**config.mk**
```make
export PLATFORM = sky130hd
export DESIGN_NAME = vpio_glue
export DESIGN_NICKNAME = d
export VERILOG_FILES = /design/src/rtl/vpio_glue.v /design/src/rtl/vpio_unit.v
export VERILOG_INCLUDE_DIRS = /design/src /design/src/pkg
export SDC_FILE = /design/constraint.sdc
export NUM_CORES = 1
export LEC_CHECK = 0
export BUFFER_PORTS_ARGS = -buffer_cell sky130_fd_sc_hd__buf_4
export CAP_MARGIN = 40
export CORE_MARGIN = 5
export CORE_UTILIZATION = 29
export DETAILED_ROUTE_END_ITERATION = 7
export PLACE_DENSITY = 0.41
export SYNTH_ARGS = -nofsm -noshare
export SYNTH_HDL_FRONTEND = slang
export SYNTH_HIERARCHICAL = 1
export SYNTH_SLANG_ARGS = --single-unit
export TNS_END_PERCENT = 5
```
**constraint.sdc**
```tcl
create_clock -name clk -period 4.9 [get_ports clk]
set_input_delay 0.245 -clock clk [delete_from_list [all_inputs] [get_ports clk]]
set_output_delay 0.245 -clock clk [all_outputs]
set_load 0.02 [all_outputs]
```
**src/pkg/vpio_map.vh**
```
// constants for the bus-side glue of the four-unit parallel i/o board
// assumes a vme-style slave handshake sampled on clk
`ifndef VPIO_MAP_VH
`define VPIO_MAP_VH
`define VPIO_AM_A24_STD 6'h39
`define VPIO_AM_A24_SUP 6'h3D
`define VPIO_AM_A16_STD 6'h29
`define VPIO_AM_A16_SUP 6'h2D
`define VPIO_WIN_BITS 9
`define VPIO_UNIT_SEL_LSB 7
`define VPIO_REG_LSB 1
`define VPIO_REG_BITS 6
`define VPIO_VEC_RST 8'h0F
`define VPIO_TMR_BITS 24
`define VPIO_CTL_TMR_EN 0
`define VPIO_CTL_OUT_HS 1
`define VPIO_DTACK_DLY 2'h2
`endif

```
**src/rtl/vpio_glue.v**
```verilog
// Operation
// - four units, 8-bit input and output each
// - two handshake lines per port
// - each unit has interrupting 24-bit timer
// - all requests merge onto strapped level
// - four port vectors, one timer vector
// - units 0,1 low lane, 2,3 high
// - paired units share one common handshake
// - decode strapped base and address modifier
// - 512-byte window, up to 16-bit transfers
// - every unit register directly addressable
// bus-side glue: vme slave decode, lane mapping, interrupt merge
// assumes bus inputs synchronous to clk, straps static
`timescale 1ns/10ps
`include "vpio_map.vh"
module vpio_glue #(
  parameter NUNIT = 4,
  parameter TMR_W = 24
) (
  // clock and reset
  input wire clk,
  input wire resetn,
  // board straps
  input wire [23:9] base_addr,
  input wire a16_mode,
  input wire [2:0] irq_level,
  input wire pair_mode,
  // vme slave
  input wire [23:1] vme_addr,
  input wire [5:0] vme_am,
  input wire vme_as_n,
  input wire vme_ds0_n,
  input wire vme_ds1_n,
  input wire vme_write_n,
  input wire vme_iack_n,
  input wire [3:1] vme_iack_level,
  input wire [15:0] vme_data_in,
  output reg [15:0] vme_data_out,
  output wire vme_data_oe,
  output wire vme_dtack_n,
  output wire [7:1] vme_irq_n,
  // parallel ports
  input wire [8*NUNIT-1:0] in_data,
  input wire [NUNIT-1:0] in_hs_req,
  output wire [NUNIT-1:0] in_hs_ack,
  output wire [8*NUNIT-1:0] out_data,
  output wire [NUNIT-1:0] out_hs_req,
  input wire [NUNIT-1:0] out_hs_ack
);
  localparam ST_IDLE = 2'h0;
  localparam ST_WAIT = 2'h1;
  localparam ST_ACK = 2'h2;
  reg [1:0] state_r;
  reg [1:0] dly_r;
  reg data_oe_r;
  reg is_iack_r;
  reg [2:0] iack_unit_r;
  reg iack_tmr_r;
  reg [7:0] iack_vec_r;
  wire am_ok;
  wire addr_ok;
  wire sel;
  wire iack_hit;
  wire [NUNIT-1:0] wr_stb;
  wire [NUNIT-1:0] rd_stb;
  wire [8*NUNIT-1:0] unit_rdata;
  wire [NUNIT-1:0] port_irq;
  wire [NUNIT-1:0] tmr_irq;
  wire [2*NUNIT-1:0] port_src;
  wire [NUNIT-1:0] iack_port;
  wire [NUNIT-1:0] iack_tmr;
  wire [8*NUNIT-1:0] port_vec;
  wire [8*NUNIT-1:0] tmr_vec;
  wire [NUNIT-1:0] ext_strobe;
  wire any_irq;
  wire start;
  genvar g;
  integer k;
  ////////////////////////////////////////////////////////////////////////
  // address and modifier decode
  assign am_ok = a16_mode ? (vme_am == `VPIO_AM_A16_STD || vme_am == `VPIO_AM_A16_SUP)
                          : (vme_am == `VPIO_AM_A24_STD || vme_am == `VPIO_AM_A24_SUP);
  assign addr_ok = a16_mode ? (vme_addr[15:9] == base_addr[15:9])
                            : (vme_addr[23:9] == base_addr);
  assign sel = am_ok && addr_ok && vme_iack_n && !vme_as_n && !(vme_ds0_n && vme_ds1_n);
  assign iack_hit = !vme_iack_n && !vme_as_n && !vme_ds0_n && vme_iack_level == irq_level && any_irq;
  assign start = state_r == ST_IDLE && (sel || iack_hit);
  ////////////////////////////////////////////////////////////////////////
  // lane mapping: units 0,1 on d7..d0 via ds0, units 2,3 on d15..d8 via ds1
  generate
    for (g = 0; g < NUNIT; g = g + 1)
    begin : g_unit
      localparam [2:0] UNIT_ID = g;
      wire lane_hit;
      assign lane_hit = (g < NUNIT/2) ? !vme_ds0_n : !vme_ds1_n;
      assign wr_stb[g] = start && sel && !vme_write_n && lane_hit
                         && vme_addr[`VPIO_UNIT_SEL_LSB] == UNIT_ID[0];
      assign rd_stb[g] = start && sel && vme_write_n && lane_hit
                         && vme_addr[`VPIO_UNIT_SEL_LSB] == UNIT_ID[0];
      // one-cycle clear as the vector is loaded, so a held strobe clears one source only
      assign iack_port[g] = state_r == ST_WAIT && dly_r == 2'h1 && is_iack_r
                            && !iack_tmr_r && iack_unit_r == UNIT_ID;
      assign iack_tmr[g] = state_r == ST_WAIT && dly_r == 2'h1 && is_iack_r
                           && iack_tmr_r && iack_unit_r == UNIT_ID;
      // paired unit follows partner's output strobe
      if (g >= NUNIT/2)
      begin : g_hi
        assign ext_strobe[g] = pair_mode && wr_stb[g-NUNIT/2];
      end
      else
      begin : g_lo
        assign ext_strobe[g] = 1'b0;
      end
      vpio_unit #(
        .TMR_W(TMR_W)
      ) u_unit (
        .clk(clk),
        .resetn(resetn),
        .wr_stb(wr_stb[g]),
        .rd_stb(rd_stb[g]),
        .reg_sel(vme_addr[`VPIO_REG_LSB+`VPIO_REG_BITS-1:`VPIO_REG_LSB]),
        .wdata((g < NUNIT/2) ? vme_data_in[7:0] : vme_data_in[15:8]),
        .rdata(unit_rdata[8*g+7:8*g]),
        .in_data(in_data[8*g+7:8*g]),
        .in_hs_req(in_hs_req[g]),
        .in_hs_ack(in_hs_ack[g]),
        .out_data(out_data[8*g+7:8*g]),
        .out_hs_req(out_hs_req[g]),
        .out_hs_ack(out_hs_ack[g]),
        .ext_strobe(ext_strobe[g]),
        .port_irq(port_irq[g]),
        .tmr_irq(tmr_irq[g]),
        .port_src(port_src[2*g+1:2*g]),
        .iack_port(iack_port[g]),
        .iack_tmr(iack_tmr[g]),
        .port_vec(port_vec[8*g+7:8*g]),
        .tmr_vec(tmr_vec[8*g+7:8*g])
      );
    end
  endgenerate
  ////////////////////////////////////////////////////////////////////////
  // interrupt merge onto strapped level
  assign any_irq = |{port_irq, tmr_irq};
  generate
    for (g = 1; g < 8; g = g + 1)
    begin : g_irq
      localparam [2:0] LVL_ID = g;
      assign vme_irq_n[g] = !(any_irq && irq_level == LVL_ID);
    end
  endgenerate
  ////////////////////////////////////////////////////////////////////////
  // slave cycle sequencer
  assign vme_dtack_n = !(state_r == ST_ACK);
  assign vme_data_oe = data_oe_r;
  always @(posedge clk or negedge resetn)
  begin
    if (!resetn)
    begin
      state_r <= ST_IDLE;
      dly_r <= 2'h0;
      data_oe_r <= 1'b0;
      is_iack_r <= 1'b0;
      iack_unit_r <= 3'h0;
      iack_tmr_r <= 1'b0;
      iack_vec_r <= 8'h00;
      vme_data_out <= 16'h0000;
    end
    else
    begin
      case (state_r)
        ST_IDLE:
        begin
          if (start)
          begin
            state_r <= ST_WAIT;
            dly_r <= `VPIO_DTACK_DLY;
            is_iack_r <= iack_hit;
            data_oe_r <= iack_hit || vme_write_n;
            iack_tmr_r <= 1'b0;
            iack_unit_r <= 3'h0;
            iack_vec_r <= 8'h00;
            // lowest unit first; port before timer within a unit
            for (k = NUNIT - 1; k >= 0; k = k - 1)
            begin
              if (tmr_irq[k])
              begin
                iack_unit_r <= k[2:0];
                iack_tmr_r <= 1'b1;
                iack_vec_r <= tmr_vec[8*k+:8];
              end
              if (port_irq[k])
              begin
                iack_unit_r <= k[2:0];
                iack_tmr_r <= 1'b0;
                iack_vec_r <= port_vec[8*k+:8];
              end
            end
          end
        end
        ST_WAIT:
        begin
          if (dly_r == 2'h1)
          begin
            state_r <= ST_ACK;
            if (is_iack_r)
              vme_data_out <= {8'h00, iack_vec_r};
            else
              vme_data_out <= {unit_rdata[8*NUNIT/2+8*(vme_addr[`VPIO_UNIT_SEL_LSB] ? 1 : 0)+:8],
                               unit_rdata[8*(vme_addr[`VPIO_UNIT_SEL_LSB] ? 1 : 0)+:8]};
          end
          dly_r <= dly_r - 2'h1;
        end
        ST_ACK:
        begin
          if (vme_as_n || (vme_ds0_n && vme_ds1_n))
          begin
            state_r <= ST_IDLE;
            data_oe_r <= 1'b0;
            is_iack_r <= 1'b0;
          end
        end
        default:
          state_r <= ST_IDLE;
      endcase
    end
  end
endmodule

```
**src/rtl/vpio_unit.v**
```verilog
// one parallel interface and timer unit: 8-bit in and out port, 24-bit timer, vectors
// assumes register accesses arrive as single-cycle strobes
`timescale 1ns/10ps
`include "vpio_map.vh"
module vpio_unit #(
  parameter TMR_W = 24
) (
  // clock and reset
  input wire clk,
  input wire resetn,
  // register strobes
  input wire wr_stb,
  input wire rd_stb,
  input wire [5:0] reg_sel,
  input wire [7:0] wdata,
  output reg [7:0] rdata,
  // external input port
  input wire [7:0] in_data,
  input wire in_hs_req,
  output reg in_hs_ack,
  // external output port
  output reg [7:0] out_data,
  output reg out_hs_req,
  input wire out_hs_ack,
  // shared-handshake control
  input wire ext_strobe,
  // interrupts
  output wire port_irq,
  output wire tmr_irq,
  output wire [1:0] port_src,
  input wire iack_port,
  input wire iack_tmr,
  output wire [7:0] port_vec,
  output wire [7:0] tmr_vec
);
  reg [7:0] ctl_r;
  reg [7:0] in_latch_r;
  reg [TMR_W-1:0] preload_r;
  reg [TMR_W-1:0] count_r;
  reg tmr_pend_r;
  reg [3:0] port_pend_r;
  reg [7:0] vec_r [0:4];
  reg in_req_d_r;
  reg out_ack_d_r;
  wire in_edge;
  wire out_done;
  wire tmr_zero;
  wire ctl_wr;
  wire [3:0] port_set;
  wire [3:0] port_clr;
  genvar g;
  integer i;
  assign in_edge = in_hs_req & ~in_req_d_r;
  assign out_done = out_hs_ack & ~out_ack_d_r;
  assign tmr_zero = ctl_r[`VPIO_CTL_TMR_EN] && (count_r == {TMR_W{1'b0}});
  assign ctl_wr = wr_stb && (reg_sel == 6'h00);
  // four port sources: input full, output empty, input overrun, output underrun
  assign port_set = {out_done & ~out_hs_req, in_edge & port_pend_r[0], out_done, in_edge};
  // vector table, four port then one timer
  generate
    for (g = 0; g < 4; g = g + 1)
    begin : g_src
      localparam [1:0] SRC_ID = g;
      assign port_clr[g] = (iack_port && port_src == SRC_ID) || (rd_stb && reg_sel == 6'h01 && g == 0);
    end
  endgenerate
  assign port_irq = |port_pend_r;
  assign tmr_irq = tmr_pend_r;
  assign port_src = port_pend_r[0] ? 2'h0 : port_pend_r[1] ? 2'h1 : port_pend_r[2] ? 2'h2 : 2'h3;
  assign port_vec = vec_r[port_src];
  assign tmr_vec = vec_r[4];
  always @(posedge clk or negedge resetn)
  begin
    if (!resetn)
    begin
      ctl_r <= 8'h00;
      in_latch_r <= 8'h00;
      out_data <= 8'h00;
      out_hs_req <= 1'b0;
      in_hs_ack <= 1'b0;
      preload_r <= {TMR_W{1'b0}};
      count_r <= {TMR_W{1'b0}};
      tmr_pend_r <= 1'b0;
      port_pend_r <= 4'h0;
      in_req_d_r <= 1'b0;
      out_ack_d_r <= 1'b0;
      for (i = 0; i < 5; i = i + 1)
        vec_r[i] <= `VPIO_VEC_RST;
    end
    else
    begin
      in_req_d_r <= in_hs_req;
      out_ack_d_r <= out_hs_ack;
      if (ctl_wr)
        ctl_r <= wdata;
      // input port latch and handshake
      if (in_edge)
        in_latch_r <= in_data;
      in_hs_ack <= in_hs_req;
      // output port write and handshake
      if (wr_stb && reg_sel == 6'h02)
        out_data <= wdata;
      // request set wins over this unit's own out_done
      if (reg_sel == 6'h02 && (ctl_r[`VPIO_CTL_OUT_HS] ? ext_strobe : wr_stb))
        out_hs_req <= 1'b1;
      else if (out_done)
        out_hs_req <= 1'b0;
      // set wins over clear
      port_pend_r <= (port_pend_r & ~port_clr) | port_set;
      // 24-bit timer
      if (wr_stb && reg_sel >= 6'h04 && reg_sel <= 6'h06)
      begin
        if (reg_sel == 6'h04)
          preload_r[7:0] <= wdata;
        if (reg_sel == 6'h05)
          preload_r[15:8] <= wdata;
        if (reg_sel == 6'h06)
          preload_r[TMR_W-1:16] <= wdata[TMR_W-17:0];
      end
      if (ctl_wr && wdata[`VPIO_CTL_TMR_EN] && !ctl_r[`VPIO_CTL_TMR_EN])
        count_r <= preload_r;
      else if (tmr_zero)
        count_r <= preload_r;
      else if (ctl_r[`VPIO_CTL_TMR_EN])
        count_r <= count_r - {{(TMR_W-1){1'b0}}, 1'b1};
      if (tmr_zero)
        tmr_pend_r <= 1'b1;
      else if (iack_tmr || (wr_stb && reg_sel == 6'h07))
        tmr_pend_r <= 1'b0;
      // host-programmable vectors
      if (wr_stb && reg_sel >= 6'h08 && reg_sel <= 6'h0C)
        vec_r[reg_sel[2:0] ^ 3'h0] <= wdata;
    end
  end
  // every register read directly except preload_r; its addresses return count_r
  always @(posedge clk or negedge resetn)
  begin
    if (!resetn)
      rdata <= 8'h00;
    else if (rd_stb)
    begin
      case (reg_sel)
        6'h00: rdata <= ctl_r;
        6'h01: rdata <= in_latch_r;
        6'h02: rdata <= out_data;
        6'h03: rdata <= {2'h0, out_hs_req, in_hs_req, port_pend_r};
        6'h04: rdata <= count_r[7:0];
        6'h05: rdata <= count_r[15:8];
        6'h06: rdata <= count_r[TMR_W-1:16];
        6'h07: rdata <= {7'h00, tmr_pend_r};
        6'h08, 6'h09, 6'h0A, 6'h0B, 6'h0C: rdata <= vec_r[reg_sel[2:0]];
        default: rdata <= 8'h00;
      endcase
    end
  end
endmodule

```
Word-level counts from Yosys, hierarchy flattened
Cells that the tools add are included.
W data, S select, Z words.
Word-level totals
  output and inout bits: 65
  word-level logic and storage cells: 499
  flip-flop bits (word level): 546
  memory bits (read-only): 0
  memories: 0
  RAM bits: 0
  bits in latches: 0
  input bits: 115
Cells by class
  reduce and logical (&&, ||, !) cells: 191
  div/mod/pow operators: 0
  multipliers: 0
  multiplexer cells: 117
  shifts and indexed selects: 2
  magnitude comparators: 10
  eq/ne operators: 47
  add/sub/neg operators: 6
  bitwise operators: 46
Operators with widths (count)
  $mux W24: 12
  $pmux W8 S9: 4
  $mux W8: 25
  $bmux W8 S3: 8
  $bwmux W40: 4
  $logic_and A1 B1 Y1: 111
  $logic_not A24 Y1: 4
  $sub A24 B1 Y24 const B: 4
  $mux W1: 38
  $add A6 B32 Y32 const A: 1
  $shiftx A32 B32 Y8: 1
  $shiftx A32 B5 Y8: 1
  $eq A6 B4 Y1 const B: 5
  $reduce_and A2 Y1: 15
  $mux W2: 13
  $demux W8 S3: 1
  $eq A6 B3 Y1 const B: 4
  $eq A6 B6 Y1 const B: 4
  $mux W3: 7
  $reduce_bool A2 Y1: 10
  $reduce_or A20 Y1: 1
  $logic_not A1 Y1: 19
  $eq A2 B2 Y1 const B: 9
  $and A1 B1 Y1: 16
  other kinds (37): 102

Depth between registers and ports, before layout
Gate-level depths: netlist of run 1.
  depth in word-level cells: 18
  gate-level depth with buffers: 14
  depth with buffers taken out: 10

By module
The synthesis of run 1 kept the hierarchy.
Modules (own cells, without submodules)
  vpio_unit (g_unit[0].u_unit ...): cells an instance 631, area each 6907.9 um^2, times used 2, seq. area each 3228.1 um^2
  vpio_unit (g_unit[2].u_unit): cells an instance 625, area each 6891.6 um^2, times used 1, seq. area each 3228.1 um^2
  vpio_unit (g_unit[3].u_unit): cells an instance 604, area each 6789.0 um^2, times used 1, seq. area each 3228.1 um^2
  vpio_glue: cells an instance 306, area each 2592.5 um^2, times used 1, seq. area each 825.8 um^2

Worst setup path after synthesis of run 1
OpenSTA, ideal clock, no wires.
  path type: register to register
  from: register state_r[0]
  to: register g_unit[2].u_unit/vec_r[36] (netlist name)
  slack: 1.201 ns
  data arrival time: 3.574 ns
  required time: 4.775 ns
  setup time: 0.125 ns
  path buffers: 2
  cell stages (with the launch flop): 12
  period minus slack after synthesis: 3.699 ns
  path through: dfrtp_1 -> or2_1 -> or4_1 -> nor3_1 -> or4b_1 -> buf_6 -> nor4_1 -> and4bb_2 -> nand2b_1 -> clkbuf_1 -> nor3_2 -> mux2_2
Between the ends
  longest elaborated chain between the ends: 8
Ends and longest elaborated chain
  start, declared: line vpio_glue.v:53  | reg [1:0] state_r;
  start signal, assigned: line vpio_glue.v:159  | state_r <= ST_IDLE;
  start signal, assigned: line vpio_glue.v:175  | state_r <= ST_WAIT;
  start signal, assigned: line vpio_glue.v:204  | state_r <= ST_ACK;
  $logic_not A2 Y1: line vpio_glue.v:87  | assign start = state_r == ST_IDLE && (sel || iack_hit);
  $logic_and A1 B1 Y1: line vpio_glue.v:87
  $logic_and A1 B1 Y1 (4 in series): line vpio_glue.v:96  | assign wr_stb[g] = start && sel && !vme_write_n && lane_hit
  named net wr_stb[2]: line vpio_glue.v:64  | wire [NUNIT-1:0] wr_stb;
  $logic_and A1 B1 Y1 (2 in series): line vpio_unit.v:131  | if (wr_stb && reg_sel >= 6'h08 && reg_sel <= 6'h0C)
  end signal, assigned by index: line vpio_unit.v:88  | vec_r[i] <= `VPIO_VEC_RST;
  end signal, assigned by index: line vpio_unit.v:132  | vec_r[reg_sel[2:0] ^ 3'h0] <= wdata;
  end, declared: line vpio_unit.v:42  | reg [7:0] vec_r [0:4];
The timed path passes the listed nets, and every way through them passes these cells.
A chain may end at the register's enable or synchronous reset.

Final worst setup path of run 1
  from: register state_r[1]
  to: register g_unit[1].u_unit.count_r[22]
Between the ends
  longest elaborated chain between the ends: 10
  elaborated cells between the ends (all ways): 11
  classes of those cells: mux (1); reduce/logical (10)
Ends and longest elaborated chain
  $logic_not A2 Y1 (*): line vpio_glue.v:87
  $logic_and A1 B1 Y1 (*): line vpio_glue.v:87
  $logic_and A1 B1 Y1 (*) (4 in series): line vpio_glue.v:96
  named net wr_stb[1]: line vpio_glue.v:64
  $logic_and A1 B1 Y1 (*): line vpio_unit.v:56  | assign ctl_wr = wr_stb && (reg_sel == 6'h00);
  $logic_and A1 B1 Y1 (*) (2 in series): line vpio_unit.v:120  | if (ctl_wr && wdata[`VPIO_CTL_TMR_EN] && !ctl_r[`VPIO_CTL_TMR_EN])
  $reduce_bool A3 Y1 (no source line) or $mux W24 (tied branches)
  end signal, assigned: line vpio_unit.v:121  | count_r <= preload_r;
  end signal, assigned: line vpio_unit.v:123  | count_r <= preload_r;
  end signal, assigned: line vpio_unit.v:125  | count_r <= count_r - {{(TMR_W-1){1'b0}}, 1'b1};
  end, declared: line vpio_unit.v:39  | reg [TMR_W-1:0] count_r;
Mark *: on every way through the listed nets, which the timed path passes. The rest lies on a longest branch.

==> flow_summary.ini, run 1 <==
[outcome]
status = finished clean

[cells_and_area]
layout.nets = 3043
drive_gt1_share_pct = 30.5
fill_cells = 10400
areaGrowthSynthToFinish_pct = 17.3

[power]
ir_drop_uv = 202
p_sw_mw = 2.84
power_switching_share_pct = 26.1
combPwrFrac_pct = 9.6
p_leak_nw = 15.4
cellPowerDensity_nw_per_um2 = 309
internal_power_mw = 8.05
clkPwrFrac_pct = 46.7
seqPwrFrac_pct = 43.7

[timing]
max_slew.worst_pin.slew_ps = 874
fin_crit_ps = 4330
hold_ws_ps = 81.0
finClkSkew_ps = 15.0
setup_viol = 0
max_freq_mhz = 231
fin_setup_tns_ps = 0
rsz0062_at_grt = false
drv_slew = 0
max_slew_margin_pct = 41.5
period_share_pct = 88.4
hold_violations = 0

[critical_path]
end_kind = flop
cp.arrival_ps = 4830
critical_path_class = reg -> reg
crit_required_ps = 5400
crit_fanout = 15
reg2reg_depth = 13
startpoint_type = flop

[routing]
routedWlPerCell_um = 24.6
wl_mm = 107
ant_nets = 0
firstDrtPassIters = 6
drt_iter0_drc = 1951
drcViolationCount = 0
vias_per_cell = 5.37
vias = 23400

[synth]
syn_inst = 2790
netlist_area_sq_um = 30100
avgSynthCellArea_sq_um = 10.8
yosysWarnings = 6

[clock_network]
cts-root-buf = clkbuf_16
cts.sinks = 545
post_cts_resized = 0
cts.clk_slew.worst_paths_ps = 60
cts_tree = done
htree_levels = 3
clk_latency_ps = 630
cts_made_buffers = 69
clockBufferDepth = 3

[floorplan]
initial_utilization_pct = 29.1
core_area_sq_um = 103000
die_x_um = 332
row_count = 118
ioPinCount = 180
die_h_um = 332
dieArea_sq_um = 110000

[placement]
hpwl_mm = 73.3
portBuffers = 177
place_congestion = 0.857

[grt]
grt_pass1_wl_mm = 160
grt_pass1_vias = 23900
grt_max_degree = 129
antenna_found_initial = 8
grt-ovfl-total = 0
track_usage_pct = 18.8

[min_path]
holdPathStages = 4
min_path_type = in -> reg

[run]
cap_viol_max_count = 0
[metrics by stage]
step                      instances  util [%]  cell area, sq um  total power, mW  worst slack [ps]
final                          4355      34.2             35300             10.9               569
after floorplan                2791         -             30100             5.27              1200
after global placement         4177      31.5             32500             5.87               652
after global routing           4354      34.2             35300             11.4               402
after detailed placement       4186      31.6             32600             5.88               633
after CTS                      4353      34.2             35300             11.1               617
[power groups by stage]
stage	Clock (mW)	Sequential [mW]	Combinational, mW
6_report	5.08	4.76	1.05
5_1_grt	5.43	4.77	1.15
3_5_place_dp	0	4.84	1.04
2_1_floorplan	0	4.87	0.400
3_3_place_gp	0	4.83	1.04
4_1_cts	5.27	4.76	1.08
[placed cells by master, fill, tap and decap left out, types with 38 or more instances in the layout]
master / instances
dfrtp_1: 465
nor2_1: 140
o21ai_0: 118
a21oi_1: 125
nor3_1: 38
mux2i_1: 138
dlygate4sd3_1: 42
clkbuf_16: 71
nor4_1: 39
nand3_1: 133
nand2_1: 200
mux2_2: 371
buf_4: 229
dfstp_2: 80
inv_1: 67
[worst max-delay path, stage by stage, from the launching register on]
cell and delay, ps:
dfrtp_1 420, or2_1 240, or4_1 530, nor3_1 230
or4b_1 450, buf_4 230, nor4b_2 270, buf_4 230
nand4bb_1 160, nor3_1 410, a41o_1 560, buf_4 240
o31a_1 140, nand3_1 90
[registers in the layout, summed over array words and instances, names as in the netlist, 2 cells and up]
signal / flops
g_unit.u_unit/in_latch_r: 32
g_unit.u_unit/count_r: 96
iack_vec_r: 8
g_unit.u_unit/out_hs_req: 4
g_unit.u_unit/tmr_irq: 4
vme_data_out: 16
g_unit.u_unit/port_pend_r: 16
g_unit.u_unit/tmr_vec: 32
g_unit.u_unit/preload_r: 96
g_unit.u_unit/out_data: 32
g_unit.u_unit/vec_r: 128
iack_unit_r: 2
g_unit.u_unit/in_req_d_r: 4
dly_r: 2
g_unit.u_unit/rdata: 32
g_unit.u_unit/out_ack_d_r: 4
g_unit.u_unit/ctl_r: 32
state_r: 2
[routing by layer]
layer | vias to the layer above | part of all wire, % | global-route usage [%]
li1 | 10600 | - | -
met1 | 11900 | 44 | 25.0
met2 | 634 | 48 | 31.1
met3 | 187 | 4.9 | 3.44
met4 | 0 | 3.4 | 6.06
met5 | - | 0 | 0
[cell type report]
type	instances	area, sq um	share of cell area [%]
clock inverter	9	108	0.305
antenna	2	5.00	0.0142
multi-input combinational	1952	15000	42.4
inverter	68	255	0.724
clock buffer	116	2150	6.09
tap	1380	1730	4.90
timing repair buffer	283	2320	6.58
sequential	545	13700	39.0
[path summary, 6_finish.rpt]
path,start,endpoint,slack (ps)
setup / recovery,state_r[1],g_unit[1].u_unit/count_r[22],570
hold / removal,vme_ds1_n,state_r[1],80
setup reg to reg,state_r[1],g_unit[1].u_unit/count_r[22],570
hold reg to reg,vme_data_out[13],vme_data_out[13],480
max in group asynchronous,resetn,g_unit[3].u_unit/preload_r[17],3280
min in group asynchronous,resetn,g_unit[0].u_unit/preload_r[0],250
[timing repair]
action,in CTS,in global routing
hold buffers,42,0
buffers inserted,0,0
hold endpoints to repair,120,0
Power figures use the tool's default switching activity.
==> inputs of run 2 (changes only) <==
ABC_AREA = 1   (was default)
==> flow_summary.ini, run 2 <==
[grt]
grt_pass1_wl_mm = 182
antenna_found_initial = 7
track_usage_pct = 20.6
grt_pass1_vias = 27700
grt_max_degree = 110
grt-ovfl-total = 0

[floorplan]
dieArea_sq_um = 114000
core_area_sq_um = 107000
die_h_um = 338
ioPinCount = 180
initial_utilization_pct = 29.2
row_count = 120
die_x_um = 338

[timing]
fin_crit_ps = 3550
drv_slew = 0
max_slew_margin_pct = 41.1
rsz0062_at_grt = false
period_share_pct = 72.5
setup_viol = 0
max_slew.worst_pin.slew_ps = 883
finClkSkew_ps = 18.1
hold_ws_ps = 68.3
fin_setup_tns_ps = 0
hold_violations = 0
max_freq_mhz = 281

[synth]
yosysTopAreaCell = dfrtp_1
avgSynthCellArea_sq_um = 7.25
synthArstFlopShare_pct = 100
netlist_area_sq_um = 31200
syn_inst = 4307
ys_ff_latch = 545
yosysTopAreaCellShare_pct = 37.3
synth_most_common_cell = nand2_1
synth-edff-count = 0
yosysWarnings = 6
yosysUniqueCellTypes = 58
synth_seq_area_share_pct = 44.0
yosys-top-cells-area = dfrtp_1, nand2_1, dfstp_2
synth_commonest_cells = nand2_1, dfrtp_1, inv_1
synth_ff_type = dfrtp_1

[cells_and_area]
reg.largest.list = g_unit.u_unit/vec_r (128), g_unit.u_unit/count_r (96), g_unit.u_unit/preload_r (96)
final_cell_mix = nand2_1, dfrtp_1, inv_1
layout_commonest_cell = nand2_1
drive_gt1_share_pct = 12.8
areaGrowthSynthToFinish_pct = 17.6
largest-register = g_unit.u_unit/vec_r
final_cell_area_sq_um = 36700
layout.nets = 4610
largest_register_ffs = 128

[power]
fin_total_pwr_mw = 11.6
ir_drop_uv = 223
p_leak_nw = 17.7
cellPowerDensity_nw_per_um2 = 316

[placement]
place_congestion = 0.880
portBuffers = 177
hpwl_mm = 86.9
dpl_cell_area_sq_um = 33600

[clock_network]
clockBufferDepth = 3
cts.sinks = 545
htree_levels = 3
clk_latency_ps = 640
cts_made_buffers = 74
post_cts_resized = 0
cts.clk_slew.worst_paths_ps = 60
cts_tree = done
cts-root-buf = clkbuf_16

[critical_path]
crit_fanout = 30
crit_required_ps = 5420
cp_slowest_cell = inv_1
critical_path_class = in -> reg
path_cells = dlygate4sd3_1, buf_4, a21oi_1, nand4_1, nor2_1, nand3_2, nor2_1, nand3_1, inv_1, inv_1, nor3_2, a21oi_2, buf_4, inv_1, o21ai_0, nand2_1, nand2_1
cp_common_cell = inv_1
end_kind = flop
cp.arrival_ps = 4070
slowest_delay_ps = 600
startpoint_type = primary input

[routing]
drcViolationCount = 0
vias = 28500
ant_nets = 0
drt_iter0_drc = 2177
firstDrtPassIters = 5
vias_per_cell = 4.79
routedWlPerCell_um = 20.2
wl_mm = 120

[outcome]
status = finished clean

[run]
cap_viol_max_count = 0

[min_path]
min_path_type = in -> reg
[run 2: cell types whose count changed in the layout (fill, tap and decap cells not counted), sizes merged, moves of 197 or more]
cell and delta:
inv +375, o21ai +263, mux2 -347, nand2 +1323, nor2 +302, nand3 +197
[run 2: kinds of logic after synthesis]
family | Yosys count | share of synthesized area (%)
simple gates | 2395 | 32.4
compound gates | 657 | 12.0
buf+inv | 627 | 8.87
flops | 545 | 44.0
mux | 44 | 1.54
xor+xnor | 29 | 0.813
fa+ha+maj | 9 | 0.361
other cells | 1 | 0.0120
[run 2: repair_timing]
action / 4_1_cts / 5_1_grt
buffers inserted: 0 / 0
endpoints found under the hold margin: 193 / 0
hold buffers: 59 / 0
endpoints found under the setup margin: 0 / 0
[run 2: power breakdown]
group | internal [mW] | total, mW | switching (mW) | leakage (nW)
clock network | 3.44 | 5.65 | 2.22 | 1.25
registers | 4.67 | 4.82 | 0.157 | 6.73
logic | 0.375 | 1.12 | 0.740 | 9.76
[run 2: cell type report]
class                      instances  area [sq um]
clock buffer                     108          2200
tap                             1403          1760
antenna                            2          5.00
multi-input combinational       3136         14700
inverter                         457          1730
fill                           11800         70300
clock inverter                    27           335
sequential                       545         13700
timing repair buffer             272          2230
[run 2: metal layers]
layer	vias up	share of wire [%]	track usage (%)
met5	-	0	0
met4	0	2.7	5.44
met3	140	4.4	3.15
met2	604	44	31.5
met1	13500	49	30.2
li1	14200	-	-
[run 2: path summary, 6_finish.rpt]
check	endpoint	cells after the start	startpoint	slack (ps)
worst max-delay path	g_unit[1].u_unit/count_r[14]	17	vme_as_n	1350
worst min-delay path	is_iack_r	6	vme_iack_n	70
worst max register to register	g_unit[1].u_unit/count_r[14]	13	state_r[0]	1430
worst min register to register	dly_r[0]	1	dly_r[0]	470
max in group asynchronous	g_unit[2].u_unit/count_r[16]	3	resetn	3350
min in group asynchronous	g_unit[3].u_unit/out_data[4]	2	resetn	250
[run 2: worst max-delay path, delay by kind of cell]
family,cells,cell delay [ps]
buf+inv,6,1920
simple gates,8,1370
compound gates,3,530
[run 2: through the flow]
stage | std cells | util [%] | worst slack [ps]
final | 5950 | 34.3 | 1350
after global routing | 5948 | 34.3 | 1080
after CTS | 5948 | 34.3 | 1440
after detailed placement | 5754 | 31.4 | 1260
after global placement | 5752 | 31.4 | 1310
after floorplan | 4308 | - | 2470
==> inputs of run 3 (changes only) <==
PLACE_DENSITY = 0.42   (was 0.41)
clock period = 2.93 ns   (was 4.9 ns; I/O delays follow)
==> flow_summary.ini, run 3 (synthesized netlist as in run 2, its figures left out) <==
[outcome]
status = finished clean

[critical_path]
cp_slowest_cell = dfrtp_1
r2r_start = state_r[0]
cp.arrival_ps = 2550
path_buf_inv = 2
cp.depth = 8
end_kind = output port
crit_fanout = 10
reg2reg_depth = 13
cp_top_family = simple AND/OR/NAND/NOR gates
critical_path_class = reg -> out
startpoint_type = flop
worstReg2RegEnd = g_unit[0].u_unit/count_r[4]
cp_common_cell = buf_4
crit_start = g_unit[3].u_unit/port_pend_r[2]
critPathCapture = vme_irq_n[4]
path_cells = buf_4, nor2_1, nand2_1, or2_4, nor3_4, nand2_4, nand4_1, buf_4
crit_required_ps = 2780
ff2ff_setup_slack_ps = 350
slowest_delay_ps = 450

[timing]
hold_violations = 0
period_share_pct = 92.1
max_freq_mhz = 371
max_slew.worst_pin.slew_ps = 752
hold_ws_ps = 59.7
drv_slew = 0
finClkSkew_ps = 21.3
max_slew_margin_pct = 49.8
rsz0062_at_grt = true
setup_viol = 0
fin_crit_ps = 2700

[routing]
drcViolationCount = 0
ant_nets = 0
firstDrtPassIters = 7
drt_iter0_drc = 2133
routedWlPerCell_um = 20.1
vias = 29000
wl_mm = 121
vias_per_cell = 4.82

[grt]
track_usage_pct = 20.6
grt_pass1_wl_mm = 182
grt_max_degree = 105
antenna_found_initial = 6
grt-ovfl-total = 0
grt_pass1_vias = 28200

[cells_and_area]
largest-register = g_unit.u_unit/vec_r
largest_register_ffs = 128
fill_cells = 11600
final_cell_mix = nand2_1, dfrtp_1, inv_1
areaGrowthSynthToFinish_pct = 19.5
utilization_pct = 34.8
drive_gt1_share_pct = 13.9
regArea_sq_um = 13700
reg.largest.list = g_unit.u_unit/vec_r (128), g_unit.u_unit/count_r (96), g_unit.u_unit/preload_r (96)
layout_commonest_cell = nand2_1
layout.nets = 4685
multi_input_area_sq_um = 14700

[clock_network]
cts_made_buffers = 73
cts_tree = done
clockBufferDepth = 3
cts-root-buf = clkbuf_16
cts.sinks = 545
htree_levels = 3
clk_latency_ps = 640
cts.clk_slew.worst_paths_ps = 60

[power]
ir_drop_uv = 308
p_leak_nw = 18.1
cellPowerDensity_nw_per_um2 = 510

[run]
cap_viol_max_count = 0

[placement]
hpwl_mm = 87.8
portBuffers = 177
place_congestion = 0.895

[floorplan]
die_x_um = 338
die_h_um = 338
core_area_sq_um = 107000
dieArea_sq_um = 114000
row_count = 120
ioPinCount = 180
initial_utilization_pct = 29.2

[min_path]
min_path_type = in -> reg
[run 3: cell types whose count changed in the layout (fill, tap and decap cells not counted), moves of 2 or more]
| cell | delta |
|---|---|
| clkbuf_8 | -9 |
| clkbuf_1 | +3 |
| clkinv_8 | -3 |
| bufinv_16 | -2 |
| buf_12 | +11 |
| dlygate4sd3_1 | +3 |
| clkbuf_16 | +3 |
| buf_4 | +61 |
[run 3: per-stage QoR]
stage | instance area, sq um | power [mW] | instances | TNS, ps | worst slack, ps
CTS | 37300 | 19.4 | 6011 | 0 | 12.7
finish | 37300 | 19.0 | 6016 | 0 | 232
global route | 37300 | 19.8 | 6014 | -8.10 | -8.10
floorplan | 31200 | 8.94 | 4308 | 0 | 501
detailed placement | 34300 | 10.0 | 5824 | 0 | 95.7
global placement | 34300 | 10.0 | 5824 | 0 | 151
[run 3: area by class of cell]
class / instances / share of cell area (%)
Clock buffer: 105 / 5.80
Antenna cell: 2 / 0.0134
Sequential cell: 545 / 36.8
Inverter: 457 / 4.64
Timing Repair Buffer: 348 / 7.93
Tap cell: 1403 / 4.71
Clock inverter: 20 / 0.574
Multi-Input combinational cell: 3136 / 39.5
[run 3: repair_timing]
item                                   CTS  global route
hold buffers                            62             0
setup endpoints to repair                0             8
buffers inserted                         0             2
endpoints found under the hold margin  602             0
resized for setup                        0             1
[run 3: worst min path at each step]
stage | from | to | slack, ps | cells past startpoint
after detailed placement | resetn | g_unit[3].u_unit/preload_r[6] | 60 | 1
after global routing | vme_data_in[6] | g_unit[1].u_unit/vec_r[22] | 40 | 3
after global placement | resetn | g_unit[3].u_unit/preload_r[6] | 60 | 1
after CTS | vme_addr[7] | vme_data_out[1] | 10 | 4
after floorplan | resetn | dly_r[0] | -150 | 0
final | vme_data_in[6] | g_unit[1].u_unit/vec_r[38] | 60 | 3
[run 3: routing by layer]
metal	part of all wire, %	global-route usage (%)	up-vias
met4	2.4	4.98	2
met2	44	31.7	680
met5	0.0058	0	-
met1	49	30.3	13800
li1	-	-	14300
met3	4.7	3.09	147
[run 3: tightest hold or removal path, stage by stage]
cell and delay, ps:
buf_4 120, clkinv_1 280, a21oi_2 80
[run 3: power breakdown]
part           total, mW  internal [mW]  leakage, nW  switching, mW
clock               9.07           5.46         1.17           3.61
sequential          8.05           7.80         6.73          0.242
combinational       1.92          0.663         10.2           1.25
